==> config.mk <==
export PLATFORM = sky130hd
export DESIGN_NAME = iaf_regs
export DESIGN_NICKNAME = d
export VERILOG_FILES = /design/src/iaf_pkg.sv /design/src/iaf_regs.sv
export VERILOG_INCLUDE_DIRS = /design/src
export SDC_FILE = /design/constraint.sdc
export NUM_CORES = 1
export LEC_CHECK = 0
export BUFFER_PORTS_ARGS = -buffer_cell sky130_fd_sc_hd__buf_2
export CAP_MARGIN = 15
export CORE_MARGIN = 2
export CORE_UTILIZATION = 45
export DETAILED_ROUTE_END_ITERATION = 10
export PLACE_DENSITY = 0.66
export SETUP_SLACK_MARGIN = 0.1
export SYNTH_ARGS = -nofsm -noshare
export SYNTH_HDL_FRONTEND = slang
export SYNTH_SLANG_ARGS = --single-unit
==> constraint.sdc <==
create_clock -name core_clk_in -period 26.4 [get_ports core_clk_in]
set_input_delay 2.64 -clock core_clk_in [delete_from_list [all_inputs] [get_ports core_clk_in]]
set_output_delay 2.64 -clock core_clk_in [all_outputs]
set_load 0.01 [all_outputs]
==> src/iaf_consts.svh <==
// Offsets, field positions, reset values and masks of the receive filter registers
`ifndef IAF_CONSTS_SVH
`define IAF_CONSTS_SVH
`define IAF_OFS_HOST_CFG 7'h40
`define IAF_OFS_MATCH_ONE 7'h44
`define IAF_OFS_MATCH_TWO 7'h48
`define IAF_OFS_ERR 7'h4C
`define IAF_OFS_STREAM 7'h50
`define IAF_OFS_ATX 7'h54
`define IAF_OFS_ARX 7'h58
`define IAF_OFS_ITX 7'h5C
`define IAF_OFS_IRX 7'h60
`define IAF_RST_WORD 32'h00000000
`define IAF_CFG_MASK 32'hFF000FFF
`define IAF_MATCH_MASK 32'hFFFFF000
`define IAF_STREAM_MASK 32'h80FF80FF
`define IAF_CFG_SYNC_GATING_ENABLE 0
`define IAF_CFG_RXEN 1
`define IAF_CFG_TSEL 2
`define IAF_CFG_STOP 4
`define IAF_CFG_START 8
`define IAF_CFG_CHAN 24
`define IAF_CFG_TAG 30
`define IAF_CT_CNT 12
`define IAF_CT_SECS 25
`define IAF_CYC_MODULO 13'h1F40
`define IAF_SF2_CHAN 0
`define IAF_SF2_TAG 6
`define IAF_SF2_EN 15
`define IAF_SF1_CHAN 16
`define IAF_SF1_TAG 22
`define IAF_SF1_EN 31
`endif

==> src/iaf_pkg.sv <==
// Types shared by the receive filter register bank
package iaf_pkg;
	typedef struct packed {
		logic [1:0] tag;
		logic [5:0] chan;
		logic [3:0] sync;
		logic [1:0] speed;
	} iaf_hdr_t;
	typedef struct packed {
		logic [6:0] secs;
		logic [12:0] cnt;
	} iaf_ctime_t;
	typedef enum logic [1:0] {
		IAF_TS_OFF = 2'b00,
		IAF_TS_ONE = 2'b01,
		IAF_TS_TWO = 2'b10,
		IAF_TS_RSV = 2'b11
	} iaf_tsel_t;
	typedef enum logic [1:0] {
		IAF_WAIT = 2'b01,
		IAF_RUN = 2'b10
	} iaf_state_t;
endpackage

==> src/iaf_regs.sv <==
// Receive filter registers and quadlet data ports behind the host register port
`timescale 1ns/1ns
`include "iaf_consts.svh"
module iaf_regs
	import iaf_pkg::*;
(
	// Clock and reset
	input wire logic core_clk_in,
	input wire logic rst_in,
	// Host register port pins
	input wire logic host_cs_n_in,
	input wire logic host_rd_n_in,
	input wire logic host_wr_n_in,
	input wire logic [6:0] host_addr_in,
	input wire logic [31:0] host_data_in,
	output logic [31:0] host_data_out,
	output logic host_data_oe_out,
	// Packet engine side
	input wire logic iso_dest_rxbuf_in,
	input wire iaf_ctime_t cycle_timer_in,
	input wire logic iso_pkt_valid_in,
	input wire logic stream_pkt_valid_in,
	input wire iaf_hdr_t pkt_hdr_in,
	output logic iso_accept_out,
	output logic stream_accept_out,
	// Error reports
	input wire logic err_valid_in,
	input wire logic [1:0] err_cause_in,
	input wire iaf_hdr_t err_hdr_in,
	// Buffers
	output logic async_transmit_push_out,
	output logic iso_transmit_push_out,
	output logic [31:0] transmit_word_out,
	input wire logic async_receive_valid_in,
	input wire logic [31:0] async_receive_word_in,
	output logic async_receive_pop_out,
	input wire logic iso_receive_valid_in,
	input wire logic [31:0] iso_receive_word_in,
	output logic iso_receive_pop_out
);
	// ----------------------------------------
	// Host pin synchroniser
	// ----------------------------------------
	// Address and data ride with the strobes so all three stages stay aligned
	logic [41:0] pin_s1_q;
	logic [41:0] pin_s2_q;
	logic [41:0] pin_s3_q;
	always_ff @(posedge core_clk_in or posedge rst_in) begin
		if (rst_in) begin
			pin_s1_q <= {3'h7, 39'h0};
			pin_s2_q <= {3'h7, 39'h0};
			pin_s3_q <= {3'h7, 39'h0};
		end else begin
			pin_s1_q <= {host_cs_n_in, host_rd_n_in, host_wr_n_in, host_addr_in, host_data_in};
			pin_s2_q <= pin_s1_q;
			pin_s3_q <= pin_s2_q;
		end
	end
	wire rd_now = !pin_s2_q[41] && !pin_s2_q[40];
	wire rd_was = !pin_s3_q[41] && !pin_s3_q[40];
	wire rd_start = rd_now && !rd_was;
	// Write taken at the end of the strobe, when data has settled longest
	wire wr_end = !pin_s3_q[41] && !pin_s3_q[39] && pin_s2_q[39];
	wire [6:0] rd_addr = pin_s2_q[38:32];
	wire [6:0] wr_addr = pin_s3_q[38:32];
	wire [31:0] wr_data = pin_s3_q[31:0];

	// ----------------------------------------
	// Register file
	// ----------------------------------------
	logic [31:0] cfg_q;
	logic [31:0] match_one_q;
	logic [31:0] match_two_q;
	logic [31:0] err_q;
	logic [31:0] stream_q;
	logic [31:0] atx_last_q;
	logic [31:0] itx_last_q;
	wire wr_cfg = wr_end && wr_addr == `IAF_OFS_HOST_CFG;
	wire wr_m1 = wr_end && wr_addr == `IAF_OFS_MATCH_ONE;
	wire wr_m2 = wr_end && wr_addr == `IAF_OFS_MATCH_TWO;
	wire wr_strm = wr_end && wr_addr == `IAF_OFS_STREAM;
	wire wr_atx = wr_end && wr_addr == `IAF_OFS_ATX;
	wire wr_itx = wr_end && wr_addr == `IAF_OFS_ITX;
	wire rd_arx = rd_start && rd_addr == `IAF_OFS_ARX;
	wire rd_irx = rd_start && rd_addr == `IAF_OFS_IRX;
	always_ff @(posedge core_clk_in or posedge rst_in) begin
		if (rst_in) begin
			cfg_q <= `IAF_RST_WORD;
			match_one_q <= `IAF_RST_WORD;
			match_two_q <= `IAF_RST_WORD;
			stream_q <= `IAF_RST_WORD;
			atx_last_q <= `IAF_RST_WORD;
			itx_last_q <= `IAF_RST_WORD;
		end else begin
			if (wr_cfg) cfg_q <= wr_data & `IAF_CFG_MASK;
			if (wr_m1) match_one_q <= wr_data & `IAF_MATCH_MASK;
			if (wr_m2) match_two_q <= wr_data & `IAF_MATCH_MASK;
			if (wr_strm) stream_q <= wr_data & `IAF_STREAM_MASK;
			if (wr_atx) atx_last_q <= wr_data;
			if (wr_itx) itx_last_q <= wr_data;
		end
	end
	wire sync_gate = cfg_q[`IAF_CFG_SYNC_GATING_ENABLE];
	wire rx_en = cfg_q[`IAF_CFG_RXEN];
	wire [1:0] tsel = cfg_q[`IAF_CFG_TSEL +: 2];
	wire [3:0] stop_sync_value = cfg_q[`IAF_CFG_STOP +: 4];
	wire [3:0] start_sync_value = cfg_q[`IAF_CFG_START +: 4];
	wire [5:0] chan_filter = cfg_q[`IAF_CFG_CHAN +: 6];
	wire [1:0] tag_filter = cfg_q[`IAF_CFG_TAG +: 2];

	// ----------------------------------------
	// Read mux and buffer strobes
	// ----------------------------------------
	logic [31:0] rd_mux;
	always_comb begin
		case (rd_addr)
			`IAF_OFS_HOST_CFG: rd_mux = cfg_q;
			`IAF_OFS_MATCH_ONE: rd_mux = match_one_q;
			`IAF_OFS_MATCH_TWO: rd_mux = match_two_q;
			`IAF_OFS_ERR: rd_mux = err_q;
			`IAF_OFS_STREAM: rd_mux = stream_q;
			`IAF_OFS_ATX: rd_mux = atx_last_q;
			`IAF_OFS_ARX: rd_mux = async_receive_valid_in ? async_receive_word_in : 32'h0;
			`IAF_OFS_ITX: rd_mux = itx_last_q;
			`IAF_OFS_IRX: rd_mux = iso_receive_valid_in ? iso_receive_word_in : 32'h0;
			default: rd_mux = 32'h0;
		endcase
	end
	logic [31:0] rdata_q;
	logic atx_push_q;
	logic itx_push_q;
	logic [31:0] tx_word_q;
	logic arx_pop_q;
	logic irx_pop_q;
	always_ff @(posedge core_clk_in or posedge rst_in) begin
		if (rst_in) begin
			rdata_q <= 32'h0;
			atx_push_q <= 1'b0;
			itx_push_q <= 1'b0;
			tx_word_q <= 32'h0;
			arx_pop_q <= 1'b0;
			irx_pop_q <= 1'b0;
		end else begin
			if (rd_start) rdata_q <= rd_mux;
			atx_push_q <= wr_atx;
			itx_push_q <= wr_itx;
			if (wr_atx || wr_itx) tx_word_q <= wr_data;
			arx_pop_q <= rd_arx && async_receive_valid_in;
			irx_pop_q <= rd_irx && iso_receive_valid_in;
		end
	end
	assign host_data_out = rdata_q;
	// Output enable waits one cycle after the strobe so the bus never shows stale data
	logic oe_q;
	always_ff @(posedge core_clk_in or posedge rst_in) begin
		if (rst_in) oe_q <= 1'b0;
		else oe_q <= rd_now;
	end
	assign host_data_oe_out = oe_q && rd_now;
	assign async_transmit_push_out = atx_push_q;
	assign iso_transmit_push_out = itx_push_q;
	assign transmit_word_out = tx_word_q;
	assign async_receive_pop_out = arx_pop_q;
	assign iso_receive_pop_out = irx_pop_q;

	// ----------------------------------------
	// Cycle timer start
	// ----------------------------------------
	wire ct_valid = cycle_timer_in.cnt < `IAF_CYC_MODULO;
	wire hit_one = ct_valid && cycle_timer_in.cnt == match_one_q[`IAF_CT_CNT +: 13]
		&& cycle_timer_in.secs == match_one_q[`IAF_CT_SECS +: 7];
	wire hit_two = ct_valid && cycle_timer_in.cnt == match_two_q[`IAF_CT_CNT +: 13]
		&& cycle_timer_in.secs == match_two_q[`IAF_CT_SECS +: 7];
	wire rx_live = rx_en && iso_dest_rxbuf_in;
	// Reserved code never matches, so reception stays held off unless timer_go_q was already set before the switch
	wire sel_hit = (tsel == IAF_TS_ONE && hit_one) || (tsel == IAF_TS_TWO && hit_two);
	logic timer_go_q;
	always_ff @(posedge core_clk_in or posedge rst_in) begin
		if (rst_in) timer_go_q <= 1'b0;
		else if (!rx_live || tsel == IAF_TS_OFF) timer_go_q <= 1'b0;
		else if (sel_hit) timer_go_q <= 1'b1;
	end
	wire timer_ok = tsel == IAF_TS_OFF || timer_go_q;

	// ----------------------------------------
	// Isochronous acceptance
	// ----------------------------------------
	wire tc_hit = iso_pkt_valid_in && pkt_hdr_in.tag == tag_filter
		&& pkt_hdr_in.chan == chan_filter;
	wire is_start = tc_hit && pkt_hdr_in.sync == start_sync_value;
	wire is_stop = tc_hit && pkt_hdr_in.sync == stop_sync_value;
	iaf_state_t state_q;
	iaf_state_t state_d;
	always_comb begin
		state_d = state_q;
		case (state_q)
			IAF_WAIT: if (rx_live && timer_ok && sync_gate && is_start) state_d = IAF_RUN;
			IAF_RUN: if (is_stop) state_d = IAF_WAIT;
			default: state_d = IAF_WAIT;
		endcase
		if (!rx_live || !sync_gate) state_d = IAF_WAIT;
	end
	always_ff @(posedge core_clk_in or posedge rst_in) begin
		if (rst_in) state_q <= IAF_WAIT;
		else state_q <= state_d;
	end
	wire gate_open = !sync_gate || (state_q == IAF_RUN && !is_stop)
		|| (state_q == IAF_WAIT && is_start);
	wire iso_take = rx_live && timer_ok && tc_hit && gate_open;

	// ----------------------------------------
	// Stream filters
	// ----------------------------------------
	wire sf1 = stream_q[`IAF_SF1_EN] && pkt_hdr_in.chan == stream_q[`IAF_SF1_CHAN +: 6]
		&& pkt_hdr_in.tag == stream_q[`IAF_SF1_TAG +: 2];
	wire sf2 = stream_q[`IAF_SF2_EN] && pkt_hdr_in.chan == stream_q[`IAF_SF2_CHAN +: 6]
		&& pkt_hdr_in.tag == stream_q[`IAF_SF2_TAG +: 2];
	wire strm_take = stream_pkt_valid_in && (sf1 || sf2);
	logic iso_acc_q;
	logic strm_acc_q;
	always_ff @(posedge core_clk_in or posedge rst_in) begin
		if (rst_in) begin
			iso_acc_q <= 1'b0;
			strm_acc_q <= 1'b0;
		end else begin
			iso_acc_q <= iso_take;
			strm_acc_q <= strm_take;
		end
	end
	assign iso_accept_out = iso_acc_q;
	assign stream_accept_out = strm_acc_q;

	// ----------------------------------------
	// Error capture
	// ----------------------------------------
	// Buffer-full reports only count while the receive buffer is the target
	wire err_take = err_valid_in && (err_cause_in != 2'h3 || iso_dest_rxbuf_in);
	always_ff @(posedge core_clk_in or posedge rst_in) begin
		if (rst_in) err_q <= `IAF_RST_WORD;
		else if (err_take) err_q <= {cycle_timer_in.secs, cycle_timer_in.cnt, err_cause_in,
			err_hdr_in.speed, err_hdr_in.tag, err_hdr_in.chan};
	end
endmodule

Word level (Yosys, flattened, before mapping)
Cells that the tools add are included.
Storage, ports and cells
  input bits: 164
  bits in read-only memories: 0
  bits in registers: 374
  output and inout bits: 71
  latch bits: 0
  bits in writable memories: 0
  memories kept: 0
  logic and storage cells: 126
Operators by class
  reductions and logical operators: 61
  add/subtract/negate cells: 0
  div/mod/pow operators: 0
  order comparisons: 1
  multipliers: 0
  shifts and indexed selects: 0
  equality and inequality tests: 34
  mux-type cells: 9
  bitwise logic cells: 0
Operators with widths (count)
  32-bit one-hot mux with 9 select lines: 1
  7-bit == test (second input constant): 15
  32-bit two-way mux: 2
  1-bit logical AND: 40
  13-bit == test: 2
  6-bit == test: 3
  7-bit == test: 2
  13-bit less-than comparator (second input constant): 1
  1-bit zero test: 9
  1-bit logical OR: 9
  4-bit == test: 2
  2-bit == test: 3
  2-bit two-way mux: 3
  3-bit inequality test (second input constant): 2
  2-bit by 1-bit == test with 1-bit output (second input constant): 2
  2-bit == test (second input constant): 2
  2-bit one-hot mux with 2 select lines: 1
  2-bit zero test: 1
  1-bit two-way mux: 2
  2-bit inequality test (second input constant): 1
  2-bit AND reduction: 1
  2-bit nonzero test: 1

Longest topological paths before layout
Gate-level depths: netlist of the first run.
  depth in word-level cells: 9
  depth in mapped cells: 10
  gate-level depth less buffers: 5

Worst setup path before layout of the first run
No wires, ideal clock.
  kind: input -> register
  from: input port iso_receive_valid_in
  to: register rdata_q[12], in the netlist host_data_out[12]
  path slack: 22.285 ns
  setup time: 0.126 ns
  arrival: 3.989 ns
  data required time: 26.274 ns
  path buffers: 3
  cell stages on the path: 8
  path through: and4b_1 > buf_6 > and2_1 > buf_6 > buf_6 > a222oi_1 > a21oi_1 > a221o_1
On the way
  longest elaborated chain between the ends: 2
Ends and longest elaborated chain
  start: declaration: RTL line iaf_regs.sv:37  | input wire logic iso_receive_valid_in,
  32-bit two-way mux: RTL line iaf_regs.sv:125  | `IAF_OFS_IRX: rd_mux = iso_receive_valid_in ? iso_receive_word_in : 32'h0;
  32-bit one-hot mux with 9 select lines: RTL line iaf_regs.sv:116  | case (rd_addr)
  end signal: assignment: RTL line iaf_regs.sv:144  | if (rd_start) rdata_q <= rd_mux;
  end: declaration: RTL line iaf_regs.sv:129  | logic [31:0] rdata_q;
Every way passes these cells.
A chain may end at the register's enable or synchronous reset.

Final worst setup path of the first run
  from: input port iso_receive_valid_in
  to: register rdata_q[22], in the netlist host_data_out[22]
Same word-level chain as after synthesis.

==> impl_metrics.env, run 1 <==
export IMPL_htreeDepth=2
export IMPL_die_area_mm2=0.0345
export IMPL_ff2ff_setup_slack_ps=23480
export IMPL_drt_pass1_iter_count=7
export IMPL_syn_cell_area_mm2=0.0149
export IMPL_synth_mux_area_share_pct=17.1
export IMPL_synth_avg_cell_area_um2=14.3
export IMPL_report_final_slew_viol_count=0
export IMPL_hold_path_class="reg -> reg"
export IMPL_yosysMostFrequentCell="dfrtp_1"
export IMPL_synth_xor_area_share_pct=4.24
export IMPL_synth_fa_ha_area_share_pct=0
export IMPL_power_density_mw_per_mm2=70.6
export IMPL_cp_required_ps=26810
export IMPL_floorplan_initialDensity_pct=45.7
export IMPL_fin_nets=1435
export IMPL_grt_util_all_layers_pct=24.3
export IMPL_die_w_um=186
export IMPL_drive_gt1_share_pct=40.1
export IMPL_area_growth_pct=20.3
export IMPL_grt_pass1_vias=10008
export IMPL_setup_worst_path_start_class="input port"
export IMPL_finalSetupTns_ps=0
export IMPL_grt_start_max_net_pins=173
export IMPL_synth_simple_area_share_pct=4.96
export IMPL_cts_tree="done"
export IMPL_peakVddDrop_v=0.0000445
export IMPL_cts_hold_buf=0
export IMPL_clk_pin_slew_ps=60
export IMPL_syn_inst=1039
export IMPL_routedWlPerCell_um=23.8
export IMPL_critical_path_max_stage_delay_ps=390
export IMPL_critPathMaxFanout=24
export IMPL_arrival_ps=4530
export IMPL_grt_pass1_wl_um=61600
export IMPL_synth_top_area_cell="dfrtp_1"
export IMPL_synth_area_leaders="dfrtp_1 61%, mux2_2 14%, xnor2_1 2.9%"
export IMPL_num_rows=66
export IMPL_ys_warn_count=0
export IMPL_path_class="in -> reg"
export IMPL_max_cap_violations=0
export IMPL_post_cts_buffers=0
export IMPL_synth_flop_cell="dfrtp_1"
export IMPL_min_period_over_period_pct=15.6
export IMPL_synth_compound_area_share_pct=8.88
export IMPL_setup_violations=0
export IMPL_gr_usage_met2_pct=39.2
export IMPL_drtAntennaViolNets=0
export IMPL_via_per_inst=5.65
export IMPL_clockBufferDepth=3
export IMPL_status="finished clean"
export IMPL_rsz0062_at_grt="no"
export IMPL_grt_remaining_overflow=0
export IMPL_synth_top_family_by_area="multiplexers"
export IMPL_skew_ps=10.1
export IMPL_tightest_slew_ps=1120
export IMPL_clk_insertion_delay_late_ps=520
export IMPL_drc=0
export IMPL_die_h_um=186
export IMPL_hpwl_um=27500
export IMPL_finalHoldViolCount=0
export IMPL_crit_chain="buf_2 -> and4b_1 -> and2_1 -> buf_4 -> a222oi_1 -> o211ai_1 -> a221o_1"
export IMPL_endpoint_kind="flop"
export IMPL_gr_usage_met1_pct=33.6
export IMPL_grtUsageMet3_pct=4.62
export IMPL_synth_top_cell_area_share_pct=61.2
export IMPL_synth_seq_cells=374
export IMPL_busiest_layer="met2"
export IMPL_vias=9880
export IMPL_max_freq_mhz=243
export IMPL_async_flop_share_pct=100
export IMPL_clockRootBuffer="clkbuf_16"
export IMPL_yosys_cell_types_count=60
export IMPL_cts_made_buffers=42
export IMPL_ys_seq_area_share_pct=63.0
export IMPL_slowest_stage="a222oi_1"
export IMPL_synth_top_cells_by_count="364 x dfrtp_1, 187 x mux2_2, 49 x xnor2_1"
export IMPL_leakage_nw=8.60
export IMPL_gp_congestion=0.843
export IMPL_core_area_mm2=0.0325
export IMPL_synth_edf_count=0
export IMPL_io_buffers=228
export IMPL_cts_resized=0
export IMPL_wirelength_um=41600
export IMPL_pin_count=235
export IMPL_hold_ws_ps=345
export IMPL_antenna_found_initial=5
export IMPL_synth_nets=1203
export IMPL_cts_sinks=374
export IMPL_min_period_ps=4120
export IMPL_slew_headroom_pct=25.2
export IMPL_first_iter_violations=836
-- worst max-delay path, delay by kind of cell --
family | cells | cell delay (ps)
buf+inv | 2 | 350
simple gates | 2 | 580
compound gates | 3 | 950
-- cells in the final DEF (no fill, tap or decap), types with 4 or more instances in the layout --
master	netlist	layout
inv_1	5	4
clkbuf_1	35	10
nand2_1	29	28
nor2_1	20	20
xor2_1	23	23
o21ai_1	13	11
nor3_1	15	15
o22ai_1	4	4
mux2_2	187	187
mux2i_1	22	22
clkbuf_8	0	11
mux2_1	19	19
a221o_1	15	15
clkinv_2	0	9
a21oi_1	21	21
a21o_1	5	5
o21ai_0	4	4
nand4_1	14	14
and2_1	7	7
buf_2	12	228
clkbuf_16	0	43
a31oi_1	4	4
a22oi_1	36	36
o211ai_1	4	4
dfrtp_1	364	364
nor4_1	10	9
nand3_1	11	10
buf_4	3	16
xnor2_1	49	49
a22o_1	28	28
dfstp_2	10	10
a222oi_1	21	21
-- through the flow --
| step | worst slack (ps) | utilization (%) | cell area, um^2 | power, mW | std cells |
|---|---|---|---|---|---|
| after detailed placement | 21800 | 50.8 | 16500 | 0.697 | 1669 |
| after global placement | 21780 | 50.8 | 16500 | 0.695 | 1669 |
| after floorplan | 13390 | - | 14900 | 0.659 | 1039 |
| after CTS | 22290 | 55.0 | 17900 | 1.28 | 1746 |
| after global routing | 22200 | 55.0 | 17900 | 1.31 | 1749 |
| final | 22280 | 55.0 | 17900 | 1.26 | 1749 |
-- final cells by class --
cell class	count	area, um^2
antenna	3	7.51
fill	2845	14600
multi-input combinational	603	5280
tap	442	553
timing repair buffer	245	1280
clock inverter	13	123
inverter	5	26.3
clock buffer	64	1260
sequential	374	9370
-- sequential cells by signal (all words and copies together), names as in the netlist, 2 cells and up --
signal and flops:
match_two_q 20, state_q 2, pin_s3_q 42, err_q 32, pin_s1_q 42, stream_q 18, cfg_q 20, pin_s2_q 42
match_one_q 20, host_data_out 32, atx_last_q 32, itx_last_q 32, transmit_word_out 32
-- cells by family (layout without fill, tap and decap cells) --
family / after synthesis / after routing
AO/OA/AOI/OAI: 171 / 171
XOR/XNOR: 72 / 72
buffers and inverters: 62 / 327
flip-flops: 374 / 374
multiplexers: 228 / 228
other: 0 / 3
AND/OR/NAND/NOR: 132 / 132
-- worst paths after layout --
path	cells past startpoint	to	startpoint
worst max-delay path	7	host_data_out[22]	iso_receive_valid_in
worst min-delay path	0	pin_s3_q[7]	pin_s2_q[7]
worst max register to register	4	host_data_out[22]	pin_s2_q[35]
worst min register to register	0	pin_s3_q[7]	pin_s2_q[7]
max in group asynchronous	3	pin_s3_q[8]	rst_in
min in group asynchronous	2	pin_s2_q[31]	rst_in
-- per-layer routing --
layer | share of wire (%) | routed length (um) | vias to the layer above
met4 | 2.1 | 873 | 4
met1 | 43 | 18000 | 5148
met3 | 6.7 | 2780 | 64
met5 | 0.055 | 23 | -
met2 | 48 | 19900 | 354
li1 | - | - | 4310
-- where the power goes --
part | internal (mW) | switching (mW)
logic | 0.0312 | 0.0396
registers | 0.598 | 0.0177
clock network | 0.350 | 0.228
No activity file was read; power rests on OpenSTA's default activity.
==> run 2: changes to the inputs <==
--- a/config.mk
+++ b/config.mk
@@ -11,7 +11,7 @@
 export CORE_MARGIN = 2
 export CORE_UTILIZATION = 45
 export DETAILED_ROUTE_END_ITERATION = 10
-export PLACE_DENSITY = 0.66
+export PLACE_DENSITY = 0.68
 export SETUP_SLACK_MARGIN = 0.1
 export SYNTH_ARGS = -nofsm -noshare
 export SYNTH_HDL_FRONTEND = slang
==> constraint.sdc (replaced) <==
create_clock -name core_clk_in -period 3.6 [get_ports core_clk_in]
set_input_delay 0.36 -clock core_clk_in [delete_from_list [all_inputs] [get_ports core_clk_in]]
set_output_delay 0.36 -clock core_clk_in [all_outputs]
set_load 0.01 [all_outputs]
==> run 2 against run 1 <==
Effect of this change: sequential share of layout area is 1.6 points lower; worst setup slack worse by 21000 ps; largest power group unchanged; critical endpoint unchanged; cell count is 2.8% higher.
==> impl_metrics.env, run 2 (synthesis gave the netlist of run 1 again) <==
export IMPL_status="finished clean"
export IMPL_endpoint_kind="flop"
export IMPL_critical_path_max_stage_delay_ps=420
export IMPL_cts_resized=0
export IMPL_core_area_mm2=0.0325
export IMPL_grt_pass1_vias=10525
export IMPL_leakage_nw=8.83
export IMPL_routedWlPerCell_um=23.6
export IMPL_crit_buf_inv=2
export IMPL_power_density_mw_per_mm2=511
export IMPL_drive_gt1_share_pct=39.2
export IMPL_gp_congestion=0.862
export IMPL_hold_path_cell_count=2
export IMPL_hold_path_class="in -> reg"
export IMPL_rsz0062_at_grt="no"
export IMPL_finalHoldViolCount=0
export IMPL_final_util_pct=56.7
export IMPL_crit_chain="buf_4 -> and4b_1 -> and2_1 -> buf_4 -> a222oi_1 -> o211ai_1 -> a221o_1"
export IMPL_area_growth_pct=24.0
export IMPL_worstHoldStart="err_hdr_in[8]"
export IMPL_slew_headroom_pct=24.2
export IMPL_finalPower_mw=9.43
export IMPL_cts_hold_buf=43
export IMPL_clk_insertion_delay_late_ps=530
export IMPL_ff2ff_setup_slack_ps=1090
export IMPL_min_period_over_period_pct=69.8
export IMPL_final_common_cell="dfrtp_1"
export IMPL_hpwl_um=28900
export IMPL_max_freq_mhz=398
export IMPL_drtAntennaViolNets=0
export IMPL_post_cts_buffers=0
export IMPL_skew_ps=16.0
export IMPL_place_ws_ps=1100
export IMPL_peakVddDrop_v=0.000352
export IMPL_dp_cells=1682
export IMPL_whs_endpoint="err_q[2]"
export IMPL_htreeDepth=2
export IMPL_critPathMaxFanout=15
export IMPL_floorplan_initialDensity_pct=45.7
export IMPL_max_cap_violations=0
export IMPL_top_regs="pin_s1_q (42), pin_s2_q (42), pin_s3_q (42)"
export IMPL_stdcell_count=1798
export IMPL_min_period_ps=2510
export IMPL_die_h_um=186
export IMPL_vias=10157
export IMPL_tightest_slew_ps=1140
export IMPL_die_area_mm2=0.0345
export IMPL_die_w_um=186
export IMPL_clockBufferDepth=3
export IMPL_slowest_stage="and4b_1"
export IMPL_via_per_inst=5.65
export IMPL_io_buffers=228
export IMPL_cp_top_family="compound AO/OA/AOI/OAI gates"
export IMPL_drc=0
export IMPL_crit_reg2reg_capture="host_data_out[22]"
export IMPL_worst_slack_ps=1090
export IMPL_grt_remaining_overflow=0
export IMPL_clk_pin_slew_ps=60
export IMPL_finalSetupTns_ps=0
export IMPL_path_class="reg -> reg"
export IMPL_cts_sinks=374
export IMPL_drt_pass1_iter_count=7
export IMPL_wirelength_um=42500
export IMPL_final_area_mm2=0.0185
export IMPL_setup_worst_path_start_class="flop"
export IMPL_report_final_slew_viol_count=0
export IMPL_mostFrequentLayoutCells="364 x dfrtp_1, 228 x buf_2, 187 x mux2_2, 49 x xnor2_1, 43 x dlygate4sd3_1"
export IMPL_cp_required_ps=4010
export IMPL_ff2ff_path_depth=7
export IMPL_cts_tree="done"
export IMPL_antenna_found_initial=6
export IMPL_cp_common_cell="buf_4"
export IMPL_arrival_ps=2930
export IMPL_fin_nets=1489
export IMPL_first_iter_violations=769
export IMPL_placed_area_mm2=0.0166
export IMPL_grt_util_all_layers_pct=24.8
export IMPL_num_rows=66
export IMPL_cts_made_buffers=40
export IMPL_rr_startpoint="pin_s2_q[36]"
export IMPL_grt_start_max_net_pins=160
export IMPL_hold_ws_ps=68.2
export IMPL_grt_pass1_wl_um=63200
export IMPL_pin_count=235
export IMPL_clockRootBuffer="clkbuf_16"
export IMPL_setup_violations=0
-- run 2: changes by cell type in the layout (fill, tap and decap cells not counted), moves of 2 or more --
cell           before  now
dlygate4sd3_1       0   43
buf_4              16   27
clkbuf_8           11    4
bufinv_16           2    7
clkbuf_1           10    7
buf_12              1    3
clkbuf_16          43   41
clkinv_2            9    7
clkinvlp_4          0    2
-- run 2: power by group --
part	internal [mW]	total, mW	switching, mW
Sequential	4.38	4.51	0.132
Clock	2.67	4.35	1.68
Combinational	0.267	0.568	0.301
Total	7.32	9.43	2.11
-- run 2: cell type report --
cell class	count	area, um^2
Fill cell	2727	14100
Sequential cell	374	9370
Clock buffer	52	1110
Multi-Input combinational cell	603	5280
Antenna cell	3	7.51
Tap cell	442	553
Timing Repair Buffer	301	1830
Inverter	5	22.5
Clock inverter	18	279
-- run 2: metal layers --
layer,vias to the layer above,track usage (%),routed length (um)
li1,4418,-,-
met1,5243,32.5,17600
met2,415,40.4,20500
met3,75,6.28,3260
met4,6,7.87,1090
met5,-,0,41
-- run 2: worst reg2reg max path: stages, from the launching register on --
cell	delay [ps]
dfrtp_1	350
buf_4	240
and4b_1	420
and2_1	270
buf_4	230
a222oi_1	380
o211ai_1	170
a221o_1	350
-- run 2: worst max path at each step --
stage / depth (start not counted) / startpoint / end
final: 7 / pin_s2_q[36] / host_data_out[22]
after global routing: 6 / pin_s3_q[41] / transmit_word_out[28]
after CTS: 7 / pin_s2_q[36] / host_data_out[22]
after detailed placement: 6 / pin_s3_q[41] / transmit_word_out[25]
after global placement: 7 / pin_s2_q[36] / host_data_out[22]
after floorplan: 1 / rst_in / async_receive_pop_out
==> run 3: changes to the inputs <==
==> constraint.sdc (replaced) <==
create_clock -name core_clk_in -period 2.2 [get_ports core_clk_in]
set_input_delay 0.22 -clock core_clk_in [delete_from_list [all_inputs] [get_ports core_clk_in]]
set_output_delay 0.22 -clock core_clk_in [all_outputs]
set_load 0.01 [all_outputs]
==> run 3 against run 2 <==
Effect of this change: die area stayed put; critical endpoint is now host_data_out[14]; via count is 2.2% higher; worst setup slack worse by 900 ps; count of clock-buffer cells in the layout stayed put; first-iteration DRC count is 5.6% higher; worst hold slack worse by 46 ps; flip-flop and latch count stayed put; sequential power is 64% higher; total power is 65% higher.
==> impl_metrics.env, run 3 (synthesis gave the netlist of run 1 again) <==
export IMPL_whs_endpoint="err_q[19]"
export IMPL_ff2ff_path_depth=7
export IMPL_rr_startpoint="pin_s2_q[38]"
export IMPL_gp_congestion=0.902
export IMPL_hold_path_class="in -> reg"
export IMPL_top_regs="pin_s1_q (42), pin_s2_q (42), pin_s3_q (42)"
export IMPL_cp_required_ps=2610
export IMPL_slew_headroom_pct=57.2
export IMPL_dp_cells=1721
export IMPL_die_w_um=186
export IMPL_status="finished clean"
export IMPL_max_cap_violations=0
export IMPL_tightest_slew_ps=641
export IMPL_hold_path_cell_count=2
export IMPL_worstHoldStart="cycle_timer_in[7]"
export IMPL_core_area_mm2=0.0325
export IMPL_hold_ws_ps=22.2
export IMPL_drtAntennaViolNets=0
export IMPL_clockRootBuffer="clkbuf_16"
export IMPL_grt_pass1_wl_um=64200
export IMPL_cts_made_buffers=40
export IMPL_path_class="reg -> reg"
export IMPL_die_area_mm2=0.0345
export IMPL_clk_insertion_delay_late_ps=540
export IMPL_final_common_cell="dfrtp_1"
export IMPL_grt_remaining_overflow=0
export IMPL_critPathMaxFanout=13
export IMPL_slowest_stage="dfrtp_1"
export IMPL_stdcell_count=1867
export IMPL_critical_path_max_stage_delay_ps=380
export IMPL_first_iter_violations=812
export IMPL_routedWlPerCell_um=23.1
export IMPL_min_period_ps=2020
export IMPL_leakage_nw=9.19
export IMPL_drive_gt1_share_pct=40.7
export IMPL_vias=10376
export IMPL_cp_common_cell="buf_4"
export IMPL_htreeDepth=2
export IMPL_wirelength_um=43100
export IMPL_floorplan_initialDensity_pct=45.7
export IMPL_power_density_mw_per_mm2=808
export IMPL_num_rows=66
export IMPL_cp_top_family="compound AO/OA/AOI/OAI gates"
export IMPL_pin_count=235
export IMPL_drt_pass1_iter_count=6
export IMPL_crit_chain="buf_4 -> nor3b_4 -> buf_4 -> a22o_1 -> a222oi_1 -> a21oi_1 -> a221o_1"
export IMPL_crit_reg2reg_capture="host_data_out[14]"
export IMPL_area_growth_pct=29.2
export IMPL_place_ws_ps=86.7
export IMPL_arrival_ps=2430
export IMPL_skew_ps=29.7
export IMPL_setup_worst_path_start_class="flop"
export IMPL_rsz0062_at_grt="no"
export IMPL_antenna_found_initial=5
export IMPL_drc=0
export IMPL_finalHoldViolCount=0
export IMPL_crit_buf_inv=2
export IMPL_clk_pin_slew_ps=60
export IMPL_report_final_slew_viol_count=0
export IMPL_finalPower_mw=15.5
export IMPL_grt_pass1_vias=10772
export IMPL_max_freq_mhz=496
export IMPL_fill_cells=2604
export IMPL_worst_slack_ps=183
export IMPL_clockBufferDepth=3
export IMPL_cts_sinks=374
export IMPL_io_buffers=228
export IMPL_grt_util_all_layers_pct=25.3
export IMPL_ff2ff_setup_slack_ps=180
export IMPL_peakVddDrop_v=0.000574
export IMPL_cts_tree="done"
export IMPL_fin_nets=1558
export IMPL_via_per_inst=5.56
export IMPL_hpwl_um=29900
export IMPL_endpoint_kind="flop"
export IMPL_mostFrequentLayoutCells="362 x dfrtp_1, 228 x buf_2, 187 x mux2_2, 72 x dlygate4sd3_1, 55 x buf_4"
export IMPL_grt_start_max_net_pins=95
export IMPL_min_period_over_period_pct=91.7
export IMPL_die_h_um=186
export IMPL_setup_violations=0
## run 3: cell types whose count changed in the layout (fill, tap and decap cells not counted), sizes merged
| cell | previous run | this run |
|---|---|---|
| buf | 258 | 298 |
| bufinv | 7 | 6 |
| clkinvlp | 2 | 3 |
| diode | 3 | 4 |
| dlygate4sd3 | 43 | 72 |
| inv | 6 | 5 |
## run 3: worst max path at each step
stage	start	end	slack [ps]	cells after the start
floorplan	rst_in	async_receive_pop_out	-3030	1
global placement	pin_s3_q[41]	transmit_word_out[19]	120	6
detailed placement	pin_s3_q[41]	transmit_word_out[23]	90	6
CTS	pin_s2_q[36]	host_data_out[0]	130	7
global route	pin_s3_q[41]	transmit_word_out[30]	90	7
finish	pin_s2_q[38]	host_data_out[14]	180	7
## run 3: routing by layer
metal	share of wire [%]	wire length, um	global-route usage (%)
met1	41	17600	32.8
met2	47	20200	40.2
met3	8.1	3510	6.40
met4	4.1	1770	11.3
met5	0.037	16	0
## run 3: cell type report
type | instances | area (um^2) | share of cell area, %
Antenna cell | 4 | 10.0 | 0.0521
Inverter | 5 | 22.5 | 0.117
Multi-Input combinational cell | 603 | 5290 | 27.5
Timing Repair Buffer | 370 | 2570 | 13.4
Sequential cell | 374 | 9370 | 48.8
Clock buffer | 52 | 1140 | 5.92
Tap cell | 442 | 553 | 2.88
Clock inverter | 17 | 259 | 1.35
## run 3: worst reg2reg max path: stages, from the launching register on
cell and delay (ps):
dfrtp_1 380, buf_4 160, nor3b_4 150, buf_4 210, a22o_1 250, a222oi_1 360, a21oi_1 130, a221o_1 260
## run 3: report_power, final
group	switching (mW)	leakage (nW)	internal, mW	total (mW)
Combinational	0.521	3.68	0.506	1.03
Sequential	0.210	4.83	7.17	7.38
Clock	2.77	0.684	4.36	7.12
## run 3: metrics by stage
stage,utilization [%],instance area [um^2],TNS [ps]
after floorplan,-,14900,-1120970
after CTS,59.0,19200,0
after global routing,59.1,19200,0
after global placement,52.5,17100,0
after detailed placement,52.5,17100,0
final,59.1,19200,0
## run 3: repair_timing
action,CTS,global route
endpoints found under the setup margin,32,43
gates resized for setup,0,6
hold buffers,71,1
pin swaps,1,0
setup buffers,1,0
endpoints found under the hold margin,121,1
